### config.mk
export PLATFORM = sky130hd
export DESIGN_NAME = scq_queue
export DESIGN_NICKNAME = d
export VERILOG_FILES = /design/src/scq_pkg.sv /design/src/scq_sync.sv /design/src/scq_queue.sv
export SDC_FILE = /design/constraint.sdc
export NUM_CORES = 1
export LEC_CHECK = 0
export ABC_AREA = 1
export CAP_MARGIN = 15
export CELL_PAD_IN_SITES_DETAIL_PLACEMENT = 0
export CELL_PAD_IN_SITES_GLOBAL_PLACEMENT = 2
export CORE_MARGIN = 2
export CORE_UTILIZATION = 50
export DETAILED_ROUTE_END_ITERATION = 10
export DONT_BUFFER_PORTS = 1
export PLACE_DENSITY = 0.95
export SYNTH_ARGS = -nofsm -noshare
export SYNTH_HDL_FRONTEND = slang
export SYNTH_SLANG_ARGS = --single-unit
export TNS_END_PERCENT = 100
### constraint.sdc
create_clock -name clk -period 7.4 [get_ports clk]
set_input_delay 0.37 -clock clk [delete_from_list [all_inputs] [get_ports clk]]
set_output_delay 0.37 -clock clk [all_outputs]
set_load 0.05 [all_outputs]
### src/scq_pkg.sv
// Package for the scan-cycle sample queue
package scq_pkg;
  localparam int DATA_W = 16;
  localparam int DEPTH = 16;
  localparam int PTR_W = 4;
  localparam int CNT_W = 5;
  localparam int TIME_W = 48;
  localparam int CTW_W = 16;
  // Control word bit positions
  localparam int CTW_MODE_HI = 11;
  localparam int CTW_MODE_LO = 8;
  localparam int CTW_NOTIME = 9;
  localparam int CTW_EVERYTIME = 10;
  // Status word bit positions
  localparam int ST_EN = 0;
  localparam int ST_LOAD = 1;
  localparam int ST_UNLOAD = 2;
  localparam int ST_CLEAR = 3;
  localparam int ST_ENO = 4;
  localparam int ST_EMPTY = 5;
  localparam int ST_TRIG = 6;
  localparam int ST_FULL = 7;
  localparam logic [PTR_W-1:0] PTR_ONE = 4'h1;
  localparam logic [PTR_W-1:0] PTR_ZERO = 4'h0;
  localparam logic [CNT_W-1:0] CNT_ONE = 5'h01;
  localparam logic [CNT_W-1:0] CNT_ZERO = 5'h00;
  localparam logic [CNT_W-1:0] CNT_FULL = 5'h10;
  localparam logic [PTR_W-1:0] PTR_LAST = 4'hF;
  typedef enum logic [1:0] {
    SCQ_STANDARD = 2'h0,
    SCQ_WINDOW = 2'h1,
    SCQ_CIRCULAR = 2'h3
  } scq_mode_t;
  typedef enum logic [1:0] {
    SCQ_LAST_TIME = 2'h0,
    SCQ_NO_TIME = 2'h1,
    SCQ_EACH_TIME = 2'h3
  } scq_log_t;
  typedef enum logic [1:0] {
    SCQ_RUN = 2'h0,
    SCQ_WIPE = 2'h1
  } scq_state_t;
  // One scan's worth of block inputs
  typedef struct packed {
    logic en;
    logic load;
    logic unload;
    logic clear;
  } scq_ctrl_t;
  // Block flag outputs
  typedef struct packed {
    logic enable_passthrough_out;
    logic empty;
    logic trig;
    logic full;
  } scq_flags_t;
endpackage

### src/scq_sync.sv
// Two-flop synchroniser with rising-edge detect
`timescale 1ns/1ps
`default_nettype none
module scq_sync (
  // Clock and reset
  input wire logic clk,
  input wire logic rst,
  input wire logic ce,
  // Signal
  input wire logic async_in,
  output logic level_out,
  output logic rise_out
);
  logic meta_q, meta_d, sync_q, sync_d, prev_q, prev_d;
  always_comb begin
    meta_d = async_in;
    sync_d = meta_q;
    prev_d = sync_q;
  end
  always_ff @(posedge clk or posedge rst) begin
    if (rst) begin
      meta_q <= 1'b0;
      sync_q <= 1'b0;
      prev_q <= 1'b0;
    end else if (ce) begin
      meta_q <= meta_d;
      sync_q <= sync_d;
      prev_q <= prev_d;
    end
  end
  assign level_out = sync_q;
  assign rise_out = sync_q & ~prev_q;
endmodule
`default_nettype wire

### src/scq_queue.sv
// Scan-cycle sample queue with modes, time logging and host read port
//
// Functional notes
// RULE1: Each instance owns its private sample storage array, retained across scans.
// RULE2: Queue depth is fixed at build time by a size constant.
// RULE3: Host reads samples and time-stamps directly by relative address.
// RULE4: Standard mode refuses samples while full until an entry is removed.
// RULE5: Moving window drops the oldest entry, then stores the new sample.
// RULE6: Circular mode overwrites the oldest slot; other entries stay put.
// RULE7: Three time logging options are selectable.
// RULE8: Last-time option keeps only the newest sample's time-stamp.
// RULE9: No-time option records no sampling time.
// RULE10: Value-and-time option stores every sample's own time-stamp.
// RULE11: Rising load starts capture of the data input.
// RULE12: While loading, one sample per scan and the write pointer advances.
// RULE13: Rising unload removes the oldest entry.
// RULE14: Clear erases the whole storage region.
// RULE15: Mode from control bits 11 and 8: 00 standard, 01 window, 1x circular.
// RULE16: Bit 9 selects no time, bit 10 every time, neither last time.
// RULE17: Empty exactly when count is zero; full exactly when all slots used.
// RULE18: Trigger goes true when stored count reaches the trigger count.
// RULE19: With enable low nothing is captured or removed; enable out is low. Clear still empties and wipes the queue with enable low.
// RULE20: Unload on an empty queue changes nothing; empty stays true.
`timescale 1ns/1ps
`default_nettype none
module scq_queue (
  // Clock and reset
  input wire logic clk,
  input wire logic rst,
  input wire logic ce,
  // Scan strobe from the controller
  input wire logic scan,
  // Block control pins
  input wire scq_pkg::scq_ctrl_t ctrl_pins,
  input wire logic [scq_pkg::DATA_W-1:0] data_in,
  input wire logic [scq_pkg::TIME_W-1:0] time_now,
  // Configuration
  input wire logic [scq_pkg::CTW_W-1:0] queue_control_word,
  input wire logic [scq_pkg::CNT_W-1:0] trigger_count,
  // Host read port
  input wire logic [scq_pkg::PTR_W-1:0] rd_addr,
  input wire logic rd_stb,
  output logic [scq_pkg::DATA_W-1:0] rd_data,
  output logic [scq_pkg::TIME_W-1:0] rd_time,
  output logic [scq_pkg::TIME_W-1:0] last_time,
  // Block outputs
  output scq_pkg::scq_flags_t flags,
  output logic [scq_pkg::PTR_W-1:0] queue_base_pointer,
  output logic [scq_pkg::CNT_W-1:0] fill_count,
  output logic [scq_pkg::CTW_W-1:0] status_word
);
  ////////////////////////////////////////////////////////////////////////
  // Pin synchronisers
  logic en_lvl, load_lvl, unload_lvl, clear_lvl;
  logic load_rise, unload_rise;
  scq_sync u_en (.clk(clk), .rst(rst), .ce(ce), .async_in(ctrl_pins.en), .level_out(en_lvl), .rise_out());
  scq_sync u_load (.clk(clk), .rst(rst), .ce(ce), .async_in(ctrl_pins.load), .level_out(load_lvl),
    .rise_out(load_rise));
  scq_sync u_unload (.clk(clk), .rst(rst), .ce(ce), .async_in(ctrl_pins.unload), .level_out(unload_lvl),
    .rise_out(unload_rise));
  scq_sync u_clear (.clk(clk), .rst(rst), .ce(ce), .async_in(ctrl_pins.clear), .level_out(clear_lvl),
    .rise_out());

  ////////////////////////////////////////////////////////////////////////
  // Mode decode
  scq_pkg::scq_mode_t mode;
  scq_pkg::scq_log_t logm;
  always_comb begin
    if (queue_control_word[scq_pkg::CTW_MODE_HI]) begin
      mode = scq_pkg::SCQ_CIRCULAR; // [RULE15]
    end else if (queue_control_word[scq_pkg::CTW_MODE_LO]) begin
      mode = scq_pkg::SCQ_WINDOW; // [RULE15]
    end else begin
      mode = scq_pkg::SCQ_STANDARD; // [RULE15]
    end
    if (queue_control_word[scq_pkg::CTW_NOTIME]) begin
      logm = scq_pkg::SCQ_NO_TIME; // [RULE16] [RULE7]
    end else if (queue_control_word[scq_pkg::CTW_EVERYTIME]) begin
      logm = scq_pkg::SCQ_EACH_TIME; // [RULE16] [RULE7]
    end else begin
      logm = scq_pkg::SCQ_LAST_TIME; // [RULE16] [RULE7]
    end
  end

  ////////////////////////////////////////////////////////////////////////
  // Queue state
  // Private per-instance storage; no reset on the arrays, so contents are retained
  logic [scq_pkg::DATA_W-1:0] val_mem [scq_pkg::DEPTH]; // [RULE1] [RULE2]
  logic [scq_pkg::TIME_W-1:0] tim_mem [scq_pkg::DEPTH];
  scq_pkg::scq_state_t state_q, state_d;
  logic loading_q, loading_d;
  logic [scq_pkg::PTR_W-1:0] rd_q, rd_d, wr_q, wr_d, wipe_q, wipe_d;
  logic [scq_pkg::CNT_W-1:0] cnt_q, cnt_d;
  logic [scq_pkg::TIME_W-1:0] last_q, last_d;
  logic wr_en, val_wr;
  logic [scq_pkg::PTR_W-1:0] wr_idx;
  logic [scq_pkg::DATA_W-1:0] wr_val;
  logic [scq_pkg::TIME_W-1:0] wr_tim;
  logic full, empty, take, pop;

  assign full = (cnt_q == scq_pkg::CNT_FULL); // [RULE17]
  assign empty = (cnt_q == scq_pkg::CNT_ZERO); // [RULE17]

  always_comb begin
    state_d = state_q;
    loading_d = loading_q;
    rd_d = rd_q;
    wr_d = wr_q;
    wipe_d = wipe_q;
    cnt_d = cnt_q;
    last_d = last_q;
    wr_en = 1'b0;
    val_wr = 1'b0;
    wr_idx = wr_q;
    wr_val = data_in;
    wr_tim = time_now;
    take = 1'b0;
    pop = 1'b0;
    case (state_q)
      scq_pkg::SCQ_RUN: begin
        if (clear_lvl) begin
          // Wipe takes DEPTH cycles; clear held only one cycle is enough
          state_d = scq_pkg::SCQ_WIPE; // [RULE14]
          wipe_d = scq_pkg::PTR_ZERO;
          loading_d = 1'b0;
          rd_d = scq_pkg::PTR_ZERO;
          wr_d = scq_pkg::PTR_ZERO;
          cnt_d = scq_pkg::CNT_ZERO;
          last_d = '0;
        end else if (en_lvl) begin // [RULE19]
          if (load_rise) begin
            loading_d = 1'b1; // [RULE11]
          end
          if (!load_lvl) begin
            loading_d = 1'b0;
          end
          // Unload on an edge, not a level, so one press drops one entry
          pop = unload_rise && !empty; // [RULE13] [RULE20]
          take = scan && (loading_q || load_rise) && load_lvl; // [RULE12]
          if (take && full && mode == scq_pkg::SCQ_STANDARD && !pop) begin
            take = 1'b0; // [RULE4]
          end
          if (take) begin
            wr_en = 1'b1;
            val_wr = 1'b1;
            wr_d = wr_q + scq_pkg::PTR_ONE; // [RULE12]
            if (logm != scq_pkg::SCQ_NO_TIME) begin
              last_d = time_now; // [RULE8]
            end
            if (logm != scq_pkg::SCQ_EACH_TIME) begin
              wr_tim = '0; // [RULE9] [RULE8]
            end
          end
          if (take && full && !pop) begin
            // Window drops oldest first, circular overwrites its slot
            rd_d = rd_q + scq_pkg::PTR_ONE; // [RULE5] [RULE6]
          end else if (pop) begin
            rd_d = rd_q + scq_pkg::PTR_ONE; // [RULE13]
            if (!take) begin
              cnt_d = cnt_q - scq_pkg::CNT_ONE;
            end
          end else if (take) begin
            cnt_d = cnt_q + scq_pkg::CNT_ONE;
          end
        end
      end
      scq_pkg::SCQ_WIPE: begin
        wr_en = 1'b1;
        wr_idx = wipe_q;
        wr_val = '0; // [RULE14]
        wr_tim = '0;
        wipe_d = wipe_q + scq_pkg::PTR_ONE;
        if (wipe_q == scq_pkg::PTR_LAST) begin
          state_d = scq_pkg::SCQ_RUN;
        end
      end
      default: begin
        state_d = scq_pkg::SCQ_RUN;
      end
    endcase
  end

  always_ff @(posedge clk or posedge rst) begin
    if (rst) begin
      state_q <= scq_pkg::SCQ_RUN;
      loading_q <= 1'b0;
      rd_q <= scq_pkg::PTR_ZERO;
      wr_q <= scq_pkg::PTR_ZERO;
      wipe_q <= scq_pkg::PTR_ZERO;
      cnt_q <= scq_pkg::CNT_ZERO;
      last_q <= '0;
    end else if (ce) begin
      state_q <= state_d;
      loading_q <= loading_d;
      rd_q <= rd_d;
      wr_q <= wr_d;
      wipe_q <= wipe_d;
      cnt_q <= cnt_d;
      last_q <= last_d;
    end
  end

  always_ff @(posedge clk) begin
    if (ce && wr_en) begin
      val_mem[wr_idx] <= wr_val; // [RULE1]
      tim_mem[wr_idx] <= wr_tim; // [RULE10]
    end
  end

  ////////////////////////////////////////////////////////////////////////
  // Host read port and outputs
  scq_pkg::scq_flags_t flags_d;
  logic [scq_pkg::CTW_W-1:0] status_d;
  logic [scq_pkg::DATA_W-1:0] rdd_d;
  logic [scq_pkg::TIME_W-1:0] rdt_d;
  logic [scq_pkg::PTR_W-1:0] abs_addr;

  always_comb begin
    abs_addr = rd_q + rd_addr; // [RULE3]
    rdd_d = rd_data;
    rdt_d = rd_time;
    if (rd_stb) begin
      rdd_d = val_mem[abs_addr]; // [RULE3]
      rdt_d = tim_mem[abs_addr]; // [RULE3]
    end
    flags_d.enable_passthrough_out = en_lvl; // [RULE19]
    flags_d.empty = (cnt_d == scq_pkg::CNT_ZERO); // [RULE17] [RULE20]
    flags_d.full = (cnt_d == scq_pkg::CNT_FULL); // [RULE17]
    flags_d.trig = (trigger_count != scq_pkg::CNT_ZERO) && (cnt_d >= trigger_count); // [RULE18]
    status_d = '0;
    status_d[scq_pkg::ST_EN] = en_lvl;
    status_d[scq_pkg::ST_LOAD] = load_lvl;
    status_d[scq_pkg::ST_UNLOAD] = unload_lvl;
    status_d[scq_pkg::ST_CLEAR] = clear_lvl;
    status_d[scq_pkg::ST_ENO] = flags_d.enable_passthrough_out;
    status_d[scq_pkg::ST_EMPTY] = flags_d.empty;
    status_d[scq_pkg::ST_TRIG] = flags_d.trig;
    status_d[scq_pkg::ST_FULL] = flags_d.full;
    status_d[scq_pkg::CTW_MODE_HI] = queue_control_word[scq_pkg::CTW_MODE_HI];
    status_d[scq_pkg::CTW_MODE_LO] = queue_control_word[scq_pkg::CTW_MODE_LO];
    status_d[scq_pkg::CTW_NOTIME] = queue_control_word[scq_pkg::CTW_NOTIME];
    status_d[scq_pkg::CTW_EVERYTIME] = queue_control_word[scq_pkg::CTW_EVERYTIME];
  end

  always_ff @(posedge clk or posedge rst) begin
    if (rst) begin
      rd_data <= '0;
      rd_time <= '0;
      last_time <= '0;
      flags <= '{enable_passthrough_out: 1'b0, empty: 1'b1, trig: 1'b0, full: 1'b0};
      queue_base_pointer <= scq_pkg::PTR_ZERO;
      fill_count <= scq_pkg::CNT_ZERO;
      status_word <= '0;
    end else if (ce) begin
      rd_data <= rdd_d;
      rd_time <= rdt_d;
      last_time <= last_d; // [RULE8]
      flags <= flags_d;
      queue_base_pointer <= rd_d;
      fill_count <= cnt_d;
      status_word <= status_d;
    end
  end
endmodule
`default_nettype wire

Word level (Yosys, flattened, before mapping)

Memories as Yosys holds them, arrays and structs flattened. A register that Yosys moved wholly into a read port is not among the register bits.
Cells that the tools add are included.

Register bits: 94
Memories kept: 2
Memory bits (writable): 1024
ROM bits: 0
Latch bits: 0
Word-level logic and storage cells: 124

Memories:

| memory  | depth | bits a word | rd ports | clocked after memory_dff | write ports | line            | text |
|---|---|---|---|---|---|---|---|
| tim_mem | 16    | 48          | 1        | 1                        | 1           | scq_queue.sv:89 | `logic [scq_pkg::TIME_W-1:0] tim_mem [scq_pkg::DEPTH];` |
| val_mem | 16    | 16          | 1        | 1                        | 1           | scq_queue.sv:88 | `logic [scq_pkg::DATA_W-1:0] val_mem [scq_pkg::DEPTH];` |

Bitwise operators: 4
Div/mod/pow operators: 0
Reductions and logical operators: 30
Shift-type cells: 0
Add/subtract/negate cells: 6
$mul: 0
Eq/ne operators: 9
Order comparisons: 1
Muxes and demuxes: 50

Operators by type and width:

| kind                  | number |
|---|---|
| $mux W48              | 9 |
| $pmux W48 S2          | 1 |
| $mux W4               | 10 |
| $mux W5               | 7 |
| $mux W16              | 1 |
| $mux W1               | 14 |
| $add A4 B1 Y4 const B | 3 |
| $reduce_and A4 Y1     | 3 |
| $eq A5 B5 Y1 const B  | 2 |
| $logic_and A1 B1 Y1   | 10 |
| $logic_not A5 Y1      | 2 |
| $mux W2               | 5 |
| $pmux W4 S2           | 1 |
| $reduce_bool A2 Y1    | 4 |
| $reduce_and A3 Y1     | 2 |
| $add A5 B1 Y5 const B | 1 |
| $ge A5 B5 Y1          | 1 |
| $reduce_and A5 Y1     | 1 |
| $reduce_bool A5 Y1    | 1 |
| $sub A5 B1 Y5 const B | 1 |
| $add A4 B4 Y4         | 1 |
| $eq A4 B4 Y1 const B  | 1 |
| $logic_not A2 Y1      | 2 |
| $ne A2 B1 Y1 const B  | 2 |
| 11 further kinds      | 15 |

Longest topological paths before layout

Depth after elaboration: 20
Depth in mapped cells: 20
Gate-level depth less buffers: 20

Hierarchy

From an unflattened synthesis, not the netlist that was laid out.

Cells, all modules: 3241
Area, all modules: 46783.6 um2

By module, submodules not included:

| module    | instances | cells each | area an instance (um2) |
|---|---|---|---|
| scq_queue | 1         | 3177       | 46288.1 |
| scq_sync  | 4         | 16         | 123.9 |

Worst setup path before layout

Ideal clock, no wire load.

Kind: register -> register
From: register fill_count[0] (netlist name)
To: memory tim_mem[0][0] (netlist bit) (enable)
Stages on the path, launching flop included: 11
Path buffers: 0
Data required time: 6.913 ns
Period minus slack after synthesis: 5.053 ns
Setup slack: 2.347 ns
Arrival: 4.566 ns
Cell sequence: dfrtp_1 -> inv_1 -> ha_1 -> nand2_1 -> nor2_2 -> nand2_4 -> nand2_4 -> nor3_2 -> o21a_1 -> nand3_1 -> nor2_1

RTL lines:

| what          | line |
|---|---|
| end, declared | scq_queue.sv:89 |

==> metrics <==
Clock Tree Root clkbuf_16; Avg WL per Cell about 25 microns; RSZ-0062 raised after global routing no; Place WS between 2 and 3 ns; CTS sink count 1,175; number of global-route vias before repair 27,300; Period minus WS final 4.80 ns; Avg Synthesized Cell Area 14.6 sq um; DP Wirelength 57.0 mm; Netlist cell types between 40 and 50; R2R setup slack between 2 and 3 ns; Seq/Total Area, Yosys 0.739; worst r2r dst rd_time[47]; Tot GR Track Use 0.234; post-route insts no fill 4,556; IO Port Bufs 0; initial antenna violation count 0; area of the core 0.0929 sq mm; worst-case clock skew 0.0583 ns; TritonCTS Buffers ~110; Clock transition at path regs around 0.07 ns; Max VDD drop 483 uV; Pins Over Slew Limit 79; CTS tree built; WP data arrival 5.43 ns; largest net degree at the start of global routing 207; area of the multi-input gates between 0.01 and 0.015 sq mm; area of the mapped netlist roughly 0.047 sq mm; clock tree buffer depth 3; Max Clk Rate about 0.21 GHz; Synth Warn # 0; #FFs+latches synth 1,175; instance count of the mapped netlist 3,204; worst reg2reg path depth 8; failing checks max-slew violations; outcome finished, violations left; Worst EP required between 8 and 9 ns; Max-Cap Viols 0; Seq. cell area 0.0345 sq mm; Initial Utilization 0.503; crit path capture type register; setup TNS 0 ns; clock latency on the worst-skew pair around 0.7 ns; WS Path Type reg -> reg; final net count 3,314; Yosys top cell by area edfxtp_1; gpl congestion 0.779; crit path max fanout 206; hold depth 2; Via Count 27,700; die width slightly above 300 microns; vias per inst approximately 6; Relative slew margins -0.0468; Final ANT Viol Nets 0; Die Area 0.0959 sq mm; worst slew pin tran roughly 1.6 ns; remaining routing DRC violations 0; Leakage Power 18.8 nW; drt first pass iters 5; startpoint types register; final setup fails 0; GR Overflow Total 0; Synth area leaders edfxtp_1 (66%), dfrtp_1 (8.0%), mux2i_1 (5.5%); # rows around 110; setup bufs post-CTS 0; placed cells 4,282; synthesis-to-finish area growth 12.0%; 1st-iter DRT viols 3,268; top cell type's share of synthesized area 0.658; Fillers 7,003; hold endpoint last_time[44]; global-route wire length before repair 168 mm; Worst Min Path Start time_now[44]; Final Cycle Share 0.649; CTS H-Tree Depth 3; Total Power Consumption between 20 and 25 mW; antenna cells 0; HP Class in -> reg; final-report hold violation count 0; Power Dens Cells approximately 440 mW/mm^2; # IOs about 240; setup ws final roughly 2.6 ns; Die Y slightly above 300 microns; final WL 114 mm; layout cells sized above 1 0.0866; Finished Core Util 0.563; R2R Path Start queue_base_pointer[0]
==> flip-flops by register name, summed over array words and instances, names as in the netlist, 4 cells and up <==
register            count
queue_base_pointer      4
fill_count              5
last_time              48
rd_data                16
rd_time                48
tim_mem               768
status_word            11
wr_q                    4
wipe_q                  4
val_mem               256
==> worst max path at each step <==
stage | slack (ns) | cells after the start | from | end
finish | 2.60 | 8 | queue_base_pointer[0] | rd_time[47]
global route | 2.54 | 8 | queue_base_pointer[0] | rd_time[47]
CTS | 2.79 | 8 | queue_base_pointer[0] | rd_time[47]
detailed placement | 2.85 | 8 | queue_base_pointer[0] | rd_time[47]
global placement | 3.04 | 8 | queue_base_pointer[0] | rd_time[47]
floorplan | 2.35 | 10 | fill_count[0] | tim_mem[0][0]
==> worst max-delay path, cell delays in order, from the launching register on <==
cell and delay (ns):
dfrtp_1 0.63, ha_4 0.81, buf_12 0.60, buf_4 0.94, o21ai_0 0.26, o221ai_1 0.31
nand3_1 0.15, a21oi_1 0.41, a21o_1 0.13
==> synthesized netlist by cell type (all sizes together) <==
cell and count:
edfxtp 1024, nor2 359, o21ai 285, o221ai 257
mux2i 256, inv 160, nand3 155, dfrtp 150
buf 115, clkbuf 115, nand2 95, a21oi 78
a21o 64, o22ai 49, ha 14, nand4 6
xor2 5, nor3 4, a21boi 2, nand3b 2
o21a 2, a32o 1, conb 1, dfstp 1
fa 1, o21bai 1, or2 1, xnor2 1
==> layout make-up <==
type	instances	area share
timing repair buffer	109	0.0199
clock buffer	165	0.0607
inverter	160	0.0118
clock inverter	51	0.0132
tap	1254	0.0300
multi-input combinational	1642	0.204
sequential	1175	0.660
==> cells in the final DEF, fill, tap and decap left out, types with 3 or more instances in the layout <==
cell type	netlist	routed
inv_1	157	154
o21ai_0	284	284
buf_4	34	45
clkinv_2	0	24
edfxtp_1	1024	1024
nor2_4	2	18
o221ai_1	257	257
nand3_1	153	153
a21o_1	64	64
xor2_1	5	4
clkinvlp_4	0	3
o22ai_1	29	29
mux2i_1	256	256
clkinv_1	0	5
buf_12	0	6
bufinv_16	0	14
nand4_1	6	6
dfrtp_1	150	150
a21oi_1	78	78
nand2_4	2	3
clkbuf_8	0	11
nand2_1	92	90
nor2_2	3	3
nor2_1	354	338
clkbuf_16	0	115
clkbuf_1	114	39
conb_1	1	4
dlygate4sd3_1	0	58
o22ai_2	20	20
ha_1	14	13
==> per-stage QoR <==
| step | hold WS [ns] | cell area [sq um] |
|---|---|---|
| 2_1_floorplan | 0.428 | 46700 |
| 3_3_place_gp | 0.218 | 47800 |
| 3_5_place_dp | 0.224 | 47800 |
| 4_1_cts | 0.00282 | 52300 |
| 5_1_grt | 0.0595 | 52300 |
| 6_report | 0.0348 | 52300 |
==> power by group <==
part           switching [mW]  internal [mW]  leakage (nW)
sequential               1.58           8.44          11.4
clock                    2.44           3.48          1.89
combinational            4.98           2.24          5.54
total                    9.00           14.2          18.8
==> repair_timing <==
item | CTS | global route
endpoints found under the hold margin | 95 | 0
resized for setup | 0 | 0
hold buffers | 58 | 0
==> layer usage <==
layer / global-route usage / wire length (microns) / vias up
met4: 0.0850 / 3540 / 0
li1: - / - / 12200
met5: 0 / 0 / -
met2: 0.391 / 55800 / 1290
met3: 0.0389 / 9430 / 214
met1: 0.310 / 45200 / 14000
==> cells by family (layout without fill, tap and decap cells) <==
group           after synthesis  count (layout)  share of synthesized area
simple gates                622             622                     0.0562
other cells                   1               4                  0.0000803
flops                      1175            1175                      0.739
mux                         256             256                     0.0549
compound gates              739             739                      0.108
xor+xnor                      6               6                    0.00113
fa+ha+maj                    15              15                    0.00418
buf+inv                     390             485                     0.0366
Power figures use the tool's default switching activity.
